`src/verilog/hsc_pkg.sv`:
```
// Package for the high-speed conditioner strap and status flag logic.
// Assumes a 100 MHz system clock; all pins already synchronous.
package hsc_pkg;
  localparam int unsigned CLK_MHZ = 100;
  localparam int unsigned CHIRP_MIN_US = 18;
  localparam int unsigned CHIRP_MAX_US = 128;
  // Least time rounds up, longest rounds down (integer MHz exact)
  localparam int unsigned CHIRP_MIN_CYC = CHIRP_MIN_US * CLK_MHZ;
  localparam int unsigned CHIRP_MAX_CYC = CHIRP_MAX_US * CLK_MHZ;
  localparam int unsigned CNT_W = 15;
  localparam logic [6:0] MGMT_ADDR = 7'h2c;
  localparam logic [1:0] BOOST_FLOAT = 2'h3;
  localparam logic [CNT_W-1:0] CNT_ZERO = 15'h0000;
  localparam logic [CNT_W-1:0] CNT_ONE = 15'h0001;

  typedef enum logic [1:0] {
    HSC_SENS_LOW = 2'b00,
    HSC_SENS_MED = 2'b01,
    HSC_SENS_HIGH = 2'b10
  } hsc_sens_t;

  typedef enum logic [2:0] {
    HSC_HS_IDLE = 3'b000,
    HSC_HS_FIXTURE = 3'b001,
    HSC_HS_BUSRST = 3'b010,
    HSC_HS_CHIRP_J = 3'b011,
    HSC_HS_CHIRP_K = 3'b100,
    HSC_HS_WAIT_SQ = 3'b101,
    HSC_HS_ACTIVE = 3'b110
  } hsc_hs_state_t;
endpackage

```
`src/verilog/hsc_chirp_timer.sv`:
```
// Chirp duration checker: counts one chirp level and judges its length.
// Assumes the level input is synchronous and free of glitches.
`timescale 1ns/100ps
module hsc_chirp_timer
  import hsc_pkg::*;
#(
  parameter int unsigned MIN_CYC = CHIRP_MIN_CYC,
  parameter int unsigned MAX_CYC = CHIRP_MAX_CYC
) (
  // Clock and reset
  input wire logic clk_sys_i,
  input wire logic nrst_i,
  // Control
  input wire logic run_i,
  // Result
  output logic in_window_o,
  output logic too_long_o
);
  typedef struct packed {
    logic [CNT_W-1:0] cnt;
  } hsc_ct_state_t;

  hsc_ct_state_t st_reg;
  hsc_ct_state_t st_next;

  always_comb begin
    st_next = st_reg;
    if (!run_i) begin
      st_next.cnt = CNT_ZERO;
    end else if (st_reg.cnt <= CNT_W'(MAX_CYC)) begin
      st_next.cnt = st_reg.cnt + CNT_ONE;
    end
  end

  always_ff @(posedge clk_sys_i or negedge nrst_i) begin
    if (!nrst_i) begin
      st_reg <= '0;
    end else begin
      st_reg <= st_next;
    end
  end

  logic [CNT_W:0] run_len;

  // Entry cycle is seen before the counter starts, so add it back
  assign run_len = (CNT_W+1)'(st_reg.cnt) + (CNT_W+1)'(CNT_ONE);
  assign in_window_o = (run_len >= (CNT_W+1)'(MIN_CYC)) &&
                       (run_len <= (CNT_W+1)'(MAX_CYC));
  assign too_long_o = run_len > (CNT_W+1)'(MAX_CYC);

  AST_CT_CLEAR: assert property (
    @(posedge clk_sys_i) disable iff (!nrst_i)
    !run_i |=> st_reg.cnt == CNT_ZERO)
    else $error("chirp counter not cleared");
endmodule // hsc_chirp_timer

```
`src/verilog/hsc_strap_flags.sv`:
```
// Strap sampling and status flags of a high-speed signal conditioner.
// Assumes line-state detector inputs are synchronous one-bit levels.
`timescale 1ns/100ps
module hsc_strap_flags
  import hsc_pkg::*;
#(
  parameter int unsigned MIN_CYC = CHIRP_MIN_CYC,
  parameter int unsigned MAX_CYC = CHIRP_MAX_CYC
) (
  // Clock and reset (reset is the active-low reset pin)
  input wire logic clk_sys_i,
  input wire logic nrst_i,
  // Power-up marker, high for the first cycle after supply good
  input wire logic power_up_i,
  // Strap pin levels
  input wire logic mgmt_data_pin_i,
  input wire logic mgmt_clock_attach_flag_pin_i,
  input wire logic sens_strap_high_i,
  input wire logic sens_strap_float_i,
  input wire logic boost_float_i,
  input wire logic [1:0] boost_level_i,
  // Line events from the analog front end
  input wire logic fixture_detect_i,
  input wire logic test_packet_i,
  input wire logic bus_reset_i,
  input wire logic chirp_j_i,
  input wire logic chirp_k_i,
  input wire logic squelch_i,
  input wire logic pullup_detect_i,
  input wire logic disconnect_i,
  // Management target address match
  input wire logic [6:0] mgmt_addr_i,
  output logic mgmt_addr_match_o,
  // Configuration out
  output logic mgmt_mode_o,
  output logic [1:0] rx_sensitivity_strap_o,
  output logic [1:0] boost_level_o,
  output logic shutdown_o,
  // Shared pin drivers (enable low = drive)
  output logic sensitivity_strap_hs_flag_pin_o,
  output logic sensitivity_strap_hs_flag_pin_oe_n_o,
  output logic mgmt_clock_attach_flag_pin_o,
  output logic mgmt_clock_attach_flag_pin_oe_n_o
);
  typedef struct packed {
    logic sampled;
    logic boost_done;
    logic mgmt_mode;
    logic [1:0] sens;
    logic [1:0] boost;
    hsc_hs_state_t hs;
    logic high_speed_active_flag;
    logic connection_detect_flag;
  } hsc_state_t;

  hsc_state_t st_reg;
  hsc_state_t st_next;
  logic chirp_run;
  logic chirp_ok;
  logic chirp_long;

  assign chirp_run = (st_reg.hs == HSC_HS_CHIRP_J && chirp_j_i) ||
                     (st_reg.hs == HSC_HS_CHIRP_K && chirp_k_i);

  hsc_chirp_timer #(
    .MIN_CYC(MIN_CYC),
    .MAX_CYC(MAX_CYC)
  ) u_chirp (
    .clk_sys_i(clk_sys_i),
    .nrst_i(nrst_i),
    .run_i(chirp_run),
    .in_window_o(chirp_ok),
    .too_long_o(chirp_long)
  );

  always_comb begin
    st_next = st_reg;
    if (!st_reg.sampled) begin
      st_next.sampled = 1'b1;
      st_next.mgmt_mode = mgmt_data_pin_i && mgmt_clock_attach_flag_pin_i;
      if (sens_strap_float_i) begin
        st_next.sens = HSC_SENS_MED;
      end else if (sens_strap_high_i) begin
        st_next.sens = HSC_SENS_HIGH;
      end else begin
        st_next.sens = HSC_SENS_LOW;
      end
    end
    if (power_up_i && !st_reg.boost_done) begin
      st_next.boost_done = 1'b1;
      st_next.boost = boost_float_i ? BOOST_FLOAT : boost_level_i;
    end
    if (st_reg.sampled && !st_reg.mgmt_mode) begin
      if (!st_reg.connection_detect_flag && pullup_detect_i) begin
        st_next.connection_detect_flag = 1'b1;
      end
      if (disconnect_i) begin
        st_next.connection_detect_flag = 1'b0;
        st_next.hs = HSC_HS_IDLE;
        st_next.high_speed_active_flag = 1'b0;
      end else begin
        unique case (st_reg.hs)
          HSC_HS_IDLE: begin
            if (fixture_detect_i && !st_reg.connection_detect_flag) begin
              st_next.hs = HSC_HS_FIXTURE;
            end else if (bus_reset_i) begin
              st_next.hs = HSC_HS_BUSRST;
            end
          end
          HSC_HS_FIXTURE: begin
            if (test_packet_i) begin
              st_next.hs = HSC_HS_ACTIVE;
              st_next.high_speed_active_flag = 1'b1;
            end
          end
          HSC_HS_BUSRST: begin
            if (chirp_j_i) begin
              st_next.hs = HSC_HS_CHIRP_J;
            end
          end
          HSC_HS_CHIRP_J: begin
            if (chirp_long) begin
              st_next.hs = HSC_HS_IDLE;
            end else if (!chirp_j_i) begin
              st_next.hs = (chirp_ok && chirp_k_i) ? HSC_HS_CHIRP_K :
                                                     HSC_HS_IDLE;
            end
          end
          HSC_HS_CHIRP_K: begin
            if (chirp_long) begin
              st_next.hs = HSC_HS_IDLE;
            end else if (!chirp_k_i) begin
              st_next.hs = chirp_ok ? HSC_HS_WAIT_SQ : HSC_HS_IDLE;
            end
          end
          HSC_HS_WAIT_SQ: begin
            if (squelch_i) begin
              st_next.hs = HSC_HS_ACTIVE;
              st_next.high_speed_active_flag = 1'b1;
            end else if (chirp_j_i || chirp_k_i) begin
              // A J or K chirp seen without squelch breaks the single-pair handshake
              st_next.hs = HSC_HS_IDLE;
            end
          end
          HSC_HS_ACTIVE: begin
            if (bus_reset_i) begin
              st_next.hs = HSC_HS_BUSRST;
              st_next.high_speed_active_flag = 1'b0;
            end
          end
          default: begin
            st_next.hs = HSC_HS_IDLE;
          end
        endcase
      end
    end
  end

  // reset pin is the async reset
  always_ff @(posedge clk_sys_i or negedge nrst_i) begin
    if (!nrst_i) begin
      st_reg <= '0;
    end else begin
      st_reg <= st_next;
    end
  end

  assign mgmt_mode_o = st_reg.mgmt_mode;
  assign rx_sensitivity_strap_o = st_reg.sens;
  assign boost_level_o = st_reg.boost;
  assign shutdown_o = !nrst_i;
  assign mgmt_addr_match_o = st_reg.sampled && st_reg.mgmt_mode &&
                             (mgmt_addr_i == MGMT_ADDR);
  assign sensitivity_strap_hs_flag_pin_o = st_reg.high_speed_active_flag;
  assign sensitivity_strap_hs_flag_pin_oe_n_o =
    !(st_reg.sampled && !st_reg.mgmt_mode);
  assign mgmt_clock_attach_flag_pin_o = st_reg.connection_detect_flag;
  assign mgmt_clock_attach_flag_pin_oe_n_o =
    !(st_reg.sampled && !st_reg.mgmt_mode);

  AST_MODE_SAMPLE: assert property (
    @(posedge clk_sys_i) disable iff (!nrst_i)
    !st_reg.sampled |=> st_reg.mgmt_mode ==
      ($past(mgmt_data_pin_i) && $past(mgmt_clock_attach_flag_pin_i)))
    else $error("mode strap misread");
  // shared pins released in management mode
  AST_MGMT_QUIET: assert property (
    @(posedge clk_sys_i) disable iff (!nrst_i)
    st_reg.mgmt_mode |-> sensitivity_strap_hs_flag_pin_oe_n_o &&
      mgmt_clock_attach_flag_pin_oe_n_o && !mgmt_clock_attach_flag_pin_o)
    else $error("shared pins driven in management mode");
  AST_SENS_MED: assert property (
    @(posedge clk_sys_i) disable iff (!nrst_i)
    !st_reg.sampled && sens_strap_float_i |=> st_reg.sens == HSC_SENS_MED)
    else $error("sensitivity strap misread");
  AST_SENS_HIGH: assert property (
    @(posedge clk_sys_i) disable iff (!nrst_i)
    !st_reg.sampled && !sens_strap_float_i && sens_strap_high_i |=>
      rx_sensitivity_strap_o == HSC_SENS_HIGH)
    else $error("high sensitivity misread");
  AST_SENS_LOW: assert property (
    @(posedge clk_sys_i) disable iff (!nrst_i)
    !st_reg.sampled && !sens_strap_float_i && !sens_strap_high_i |=>
      rx_sensitivity_strap_o == HSC_SENS_LOW)
    else $error("low sensitivity misread");
  // flag pin driven in strapped mode
  AST_HS_PIN_DRIVE: assert property (
    @(posedge clk_sys_i) disable iff (!nrst_i)
    st_reg.sampled && !st_reg.mgmt_mode |->
      !sensitivity_strap_hs_flag_pin_oe_n_o)
    else $error("hs flag pin not driven");
  // flag stands until bus reset or disconnect
  AST_HS_HOLD: assert property (
    @(posedge clk_sys_i) disable iff (!nrst_i)
    sensitivity_strap_hs_flag_pin_o && !bus_reset_i && !disconnect_i |=>
      sensitivity_strap_hs_flag_pin_o)
    else $error("hs flag dropped without cause");
  AST_FIXTURE_FLAG: assert property (
    @(posedge clk_sys_i) disable iff (!nrst_i)
    st_reg.hs == HSC_HS_FIXTURE && test_packet_i && !disconnect_i &&
      !st_reg.mgmt_mode |=> st_reg.high_speed_active_flag)
    else $error("fixture path did not set flag");
  AST_HS_CAUSE: assert property (
    @(posedge clk_sys_i) disable iff (!nrst_i)
    $rose(st_reg.high_speed_active_flag) |->
      $past(st_reg.hs) inside {HSC_HS_FIXTURE, HSC_HS_WAIT_SQ})
    else $error("hs flag without cause");
  AST_BUSRST_CLEAR: assert property (
    @(posedge clk_sys_i) disable iff (!nrst_i)
    st_reg.hs == HSC_HS_ACTIVE && bus_reset_i && !disconnect_i |=>
      !sensitivity_strap_hs_flag_pin_o && st_reg.hs == HSC_HS_BUSRST)
    else $error("bus reset kept hs flag");
  AST_CHIRP_LONG: assert property (
    @(posedge clk_sys_i) disable iff (!nrst_i)
    st_reg.hs inside {HSC_HS_CHIRP_J, HSC_HS_CHIRP_K} && chirp_long &&
      !disconnect_i |=> st_reg.hs == HSC_HS_IDLE)
    else $error("long chirp accepted");
  AST_CHIRP_SHORT: assert property (
    @(posedge clk_sys_i) disable iff (!nrst_i)
    st_reg.hs == HSC_HS_CHIRP_J && !chirp_j_i && !chirp_ok &&
      !chirp_long && !disconnect_i |=> st_reg.hs == HSC_HS_IDLE)
    else $error("short chirp accepted");
  AST_ADDR: assert property (
    @(posedge clk_sys_i) disable iff (!nrst_i)
    mgmt_addr_match_o |-> mgmt_addr_i == 7'h2c && st_reg.mgmt_mode)
    else $error("address match wrong");
  AST_ATTACH: assert property (
    @(posedge clk_sys_i) disable iff (!nrst_i)
    st_reg.sampled && !st_reg.mgmt_mode && pullup_detect_i && !disconnect_i
      |=> mgmt_clock_attach_flag_pin_o)
    else $error("attach not flagged");
  AST_DETACH: assert property (
    @(posedge clk_sys_i) disable iff (!nrst_i)
    st_reg.sampled && !st_reg.mgmt_mode && disconnect_i
      |=> !st_reg.connection_detect_flag && !st_reg.high_speed_active_flag)
    else $error("disconnect not cleared");
  AST_ATTACH_HOLD: assert property (
    @(posedge clk_sys_i) disable iff (!nrst_i)
    mgmt_clock_attach_flag_pin_o && !disconnect_i |=>
      mgmt_clock_attach_flag_pin_o)
    else $error("attach flag dropped");
  AST_BOOST_HOLD: assert property (
    @(posedge clk_sys_i) disable iff (!nrst_i)
    st_reg.boost_done |=> $stable(st_reg.boost))
    else $error("boost changed after power-up");
  // floating boost strap gives level 3
  AST_BOOST_FLOAT: assert property (
    @(posedge clk_sys_i) disable iff (!nrst_i)
    power_up_i && !st_reg.boost_done && boost_float_i |=>
      boost_level_o == 2'h3)
    else $error("floating boost misread");
  AST_FLAGS_START: assert property (
    @(posedge clk_sys_i) disable iff (!nrst_i)
    !st_reg.sampled |-> !st_reg.high_speed_active_flag &&
      !st_reg.connection_detect_flag)
    else $error("flags set after reset");

  COV_FIXTURE: cover property (@(posedge clk_sys_i) disable iff (!nrst_i)
    st_reg.hs == HSC_HS_FIXTURE ##1 st_reg.high_speed_active_flag);
  COV_HANDSHAKE: cover property (@(posedge clk_sys_i) disable iff (!nrst_i)
    st_reg.hs == HSC_HS_WAIT_SQ ##1 st_reg.hs == HSC_HS_ACTIVE);
  COV_ATTACH: cover property (@(posedge clk_sys_i) disable iff (!nrst_i)
    $rose(st_reg.connection_detect_flag));
  COV_MGMT: cover property (@(posedge clk_sys_i) disable iff (!nrst_i)
    mgmt_addr_match_o);
  COV_CHIRP_ABORT: cover property (@(posedge clk_sys_i) disable iff (!nrst_i)
    st_reg.hs == HSC_HS_CHIRP_J ##1 st_reg.hs == HSC_HS_IDLE);
endmodule // hsc_strap_flags

```
`config.mk`:
```
export PLATFORM = sky130hd
export DESIGN_NAME = hsc_strap_flags
export DESIGN_NICKNAME = d
export VERILOG_FILES = /design/src/verilog/hsc_pkg.sv /design/src/verilog/hsc_chirp_timer.sv /design/src/verilog/hsc_strap_flags.sv
export SDC_FILE = /design/constraint.sdc
export NUM_CORES = 1
export LEC_CHECK = 0
export ABC_CLOCK_PERIOD_IN_PS = 3100
export BUFFER_PORTS_ARGS = -buffer_cell sky130_fd_sc_hd__buf_2
export CAP_MARGIN = 30
export CELL_PAD_IN_SITES_DETAIL_PLACEMENT = 2
export CELL_PAD_IN_SITES_GLOBAL_PLACEMENT = 2
export CORE_UTILIZATION = 34
export CTS_CLUSTER_DIAMETER = 60
export DETAILED_ROUTE_END_ITERATION = 8
export PLACE_DENSITY_LB_ADDON = 0.2
export SETUP_SLACK_MARGIN = 0.1
export SKIP_CTS_REPAIR_TIMING = 1
export SLEW_MARGIN = 20
export SYNTH_ARGS = -nofsm -noshare
export SYNTH_HDL_FRONTEND = slang
export SYNTH_SLANG_ARGS = --single-unit
export TNS_END_PERCENT = 30
```
`constraint.sdc`:
```
create_clock -name clk_sys_i -period 3.1 [get_ports clk_sys_i]
set_input_delay 0.31 -clock clk_sys_i [delete_from_list [all_inputs] [get_ports clk_sys_i]]
set_output_delay 0.31 -clock clk_sys_i [all_outputs]
set_load 0.1 [all_outputs]
```
==> impl_metrics.yaml <==
worst_setup_path:
  path_depth: 9
  timing.rr.end: "st_reg[4]$_DFFE_PN0P_"
  cp.required_ns: 3.30
  arrival_time_reported_for_the_critical_path_endpoint_ns: 2.89
  reg2reg_setup_slack_ns: 0.41
  crit_end: "st_reg[4]$_DFFE_PN0P_"
  setup.worst_path.start: "u_chirp.st_reg[0]$_DFFE_PN0P_"
  critical-path-top-delay-family: "simple AND/OR/NAND/NOR gates"
  critical_path.max_fanout: 9
  worst_r2r_path_depth: 9
  startpoint_type: "flip-flop"
  cp.buffers_inverters: 0
  crit_path_largest_cell_delay_ns: 0.53
  cp_cell_sequence: "ha_1 -> nand4_1 -> or4_1 -> a21oi_1 -> o21ai_1 -> nor3_2 -> o21bai_2 -> o21a_1 -> o22ai_1"
  timing.setup.critical_path_class: "reg -> reg"
  slowest_stage: "sky130_fd_sc_hd__dfrtp_1"
  critPathCaptureType: "flip-flop"
  r2r_start: "u_chirp.st_reg[0]$_DFFE_PN0P_"
run:
  max_capacitance_violation_count: 0
timing:
  max_freq_mhz: 371.7
  setup_viol_count_final: 0
  timing.hold.ws_ns: 0.04168
  worst_slew_pin_slew_ns: 0.6717
  worst_clock_skew_ns: 0.008960
  setup_repair_after_global_routing_missed_its_margin: "no"
  tns_ns: 0
  hold_viol: 0
  timing_max_transition_violations_final: 0
  max_slew_margin: 0.5522
  final_min_period_over_clock_period: 0.8679
  fin_crit_ns: 2.691
global_route:
  global_route.usage.total: 0.1961
  first_global_vias: 1864
  grt_pass1_wl_mm: 9.563
  grt_max_degree: 29
  antenna_found_initial: 0
  gr-total-overflow: 0
finish:
  layout.nets: 277
  area_growth_pct: 8.063
  largest_register_ffs: 15
  drive_gt1_frac: 0.2581
  n_fill_cell: 651
  final_core_utilization: 0.3923
  diodes: 0
  non_filler_cells_final: 320
place:
  dp.final_hpwl_mm: 4.210
  finalWeightedCongestion: 0.8348
  portbufs: 35
  place.detailed.instances: 316
yosys:
  synthTopCellsByArea: "sky130_fd_sc_hd__dfrtp_1 (33%), sky130_fd_sc_hd__nor2_1 (4.8%), sky130_fd_sc_hd__clkbuf_8 (3.4%)"
  yosys_warnings: 0
  synth_top_flop_cell: "sky130_fd_sc_hd__dfrtp_1"
  synth_edf_count: 0
  async_reset_ff_frac: 1.000
  syn_inst: 227
  synth.most_common_cell: "sky130_fd_sc_hd__dfrtp_1"
  synth_area_per_cell_sq_um: 9.023
  synth.distinct_cells: 65
  yosysSeqAreaShare: 0.3299
  synth_common_cells: "sky130_fd_sc_hd__dfrtp_1 (27), sky130_fd_sc_hd__nor2_1 (26), sky130_fd_sc_hd__nand2_1 (18)"
  yosys_top_cell_area_share: 0.3299
  synth_area_sq_um: 2048
  postSynthNetCount: 255
  ys_ff_latch: 27
  yosysTopAreaCell: "sky130_fd_sc_hd__dfrtp_1"
routing:
  drt_iter0_drc: 86
  drc_errors: 0
  routed_wl_mm: 5.565
  detail-route-antenna-nets: 0
  via_count: 1774
  wire_length_per_cell_microns: 17.39
  dr.pass1.iters: 4
  avgViaCountPerCell: 5.544
worst_hold_path:
  min-delay-path-class: "in -> async"
floorplan:
  die-width_microns: 79.62
  ioPinCount: 36
  row_count: 27
  die_y_microns: 79.62
  initial_core_util: 0.3631
  die_area_sq_um: 6339
  design.core.area_sq_um: 5642
clocking:
  cts.reportedPaths.clkPinSlew_ns: 0.11
  cts_buffers: 3
  htreeDepth: 1
  cts_tree: "yes"
  clock_insertion_delay_worst_skew_ns: 0.28
  cts.sink_count: 27
  clockRootBuffer: "sky130_fd_sc_hd__clkbuf_8"
  ctsLongestPathBuffers: 2
power:
  peakVddDrop_uv: 245.8
  power_density_nw_per_um2: 458.4
  static-leakage-power_uw: 0.0009492
outcome:
  outcome: "finished, final reports clean"
[worst min-delay path by stage]
stage               startpoint                           end  cells after the start
floorplan               nrst_i  boost_level_o[0]$_DFFE_PN0P_                      0
global placement        nrst_i  boost_level_o[1]$_DFFE_PN0P_                      1
detailed placement      nrst_i  boost_level_o[1]$_DFFE_PN0P_                      1
CTS                     nrst_i  boost_level_o[1]$_DFFE_PN0P_                      1
global route            nrst_i  boost_level_o[1]$_DFFE_PN0P_                      1
finish                  nrst_i  boost_level_o[1]$_DFFE_PN0P_                      1
[logic make-up after synthesis]
logic type	Yosys count	share of synthesized area
AND/OR/NAND/NOR	101	0.2932
AO/OA/AOI/OAI	54	0.1906
flip-flops	27	0.3299
buffers and inverters	26	0.09712
XOR/XNOR	12	0.05131
adder cells (fa/ha/maj)	3	0.01833
multiplexers	3	0.01771
other	1	0.001831
[cell type report]
| class | count | area (sq um) | share of cell area |
|---|---|---|---|
| clock inverter | 1 | 8.758 | 0.003957 |
| inverter | 7 | 26.28 | 0.01187 |
| clock buffer | 3 | 41.29 | 0.01865 |
| multi-input combinational | 174 | 1189 | 0.5370 |
| timing repair buffer | 36 | 182.7 | 0.08253 |
| tap | 72 | 90.09 | 0.04070 |
| sequential | 27 | 675.6 | 0.3053 |
[power breakdown]
| group | switching (uW) | total (uW) | internal (uW) |
|---|---|---|---|
| sequential | 57.5 | 442 | 384 |
| clock | 130 | 225 | 94.7 |
| combinational | 244 | 348 | 104 |
[per-stage QoR]
step	cell area (sq um)	worst slack [ns]	total power, uW
floorplan	2063	0.5133	743.0
global placement	2163	0.5689	795.2
detailed placement	2163	0.4344	802.7
CTS	2213	0.3926	1033
global route	2213	0.1642	1083
finish	2213	0.4094	1015
[cell usage in the layout (no fill, tap or decap), types with 4 or more instances in the layout]
cell type	netlist	routed
sky130_fd_sc_hd__buf_2	1	35
sky130_fd_sc_hd__dfrtp_1	27	27
sky130_fd_sc_hd__nor2_1	26	26
sky130_fd_sc_hd__nand2_1	18	18
sky130_fd_sc_hd__a21oi_1	12	12
sky130_fd_sc_hd__o21ai_0	9	9
sky130_fd_sc_hd__inv_1	7	7
sky130_fd_sc_hd__xnor2_1	7	7
sky130_fd_sc_hd__nand3_1	6	6
sky130_fd_sc_hd__nand2b_1	6	6
sky130_fd_sc_hd__nor2b_1	5	5
sky130_fd_sc_hd__nor3_1	5	5
sky130_fd_sc_hd__xor2_1	5	5
sky130_fd_sc_hd__a31oi_1	4	4
[layer usage]
metal,vias up,share of wire,GRT usage
met4,0,0.0049,0.05091
met2,31,0.48,0.3111
met1,893,0.48,0.2787
met5,-,0,0
met3,2,0.029,0.02400
li1,848,-,-
(Power assumes the default switching activity.)
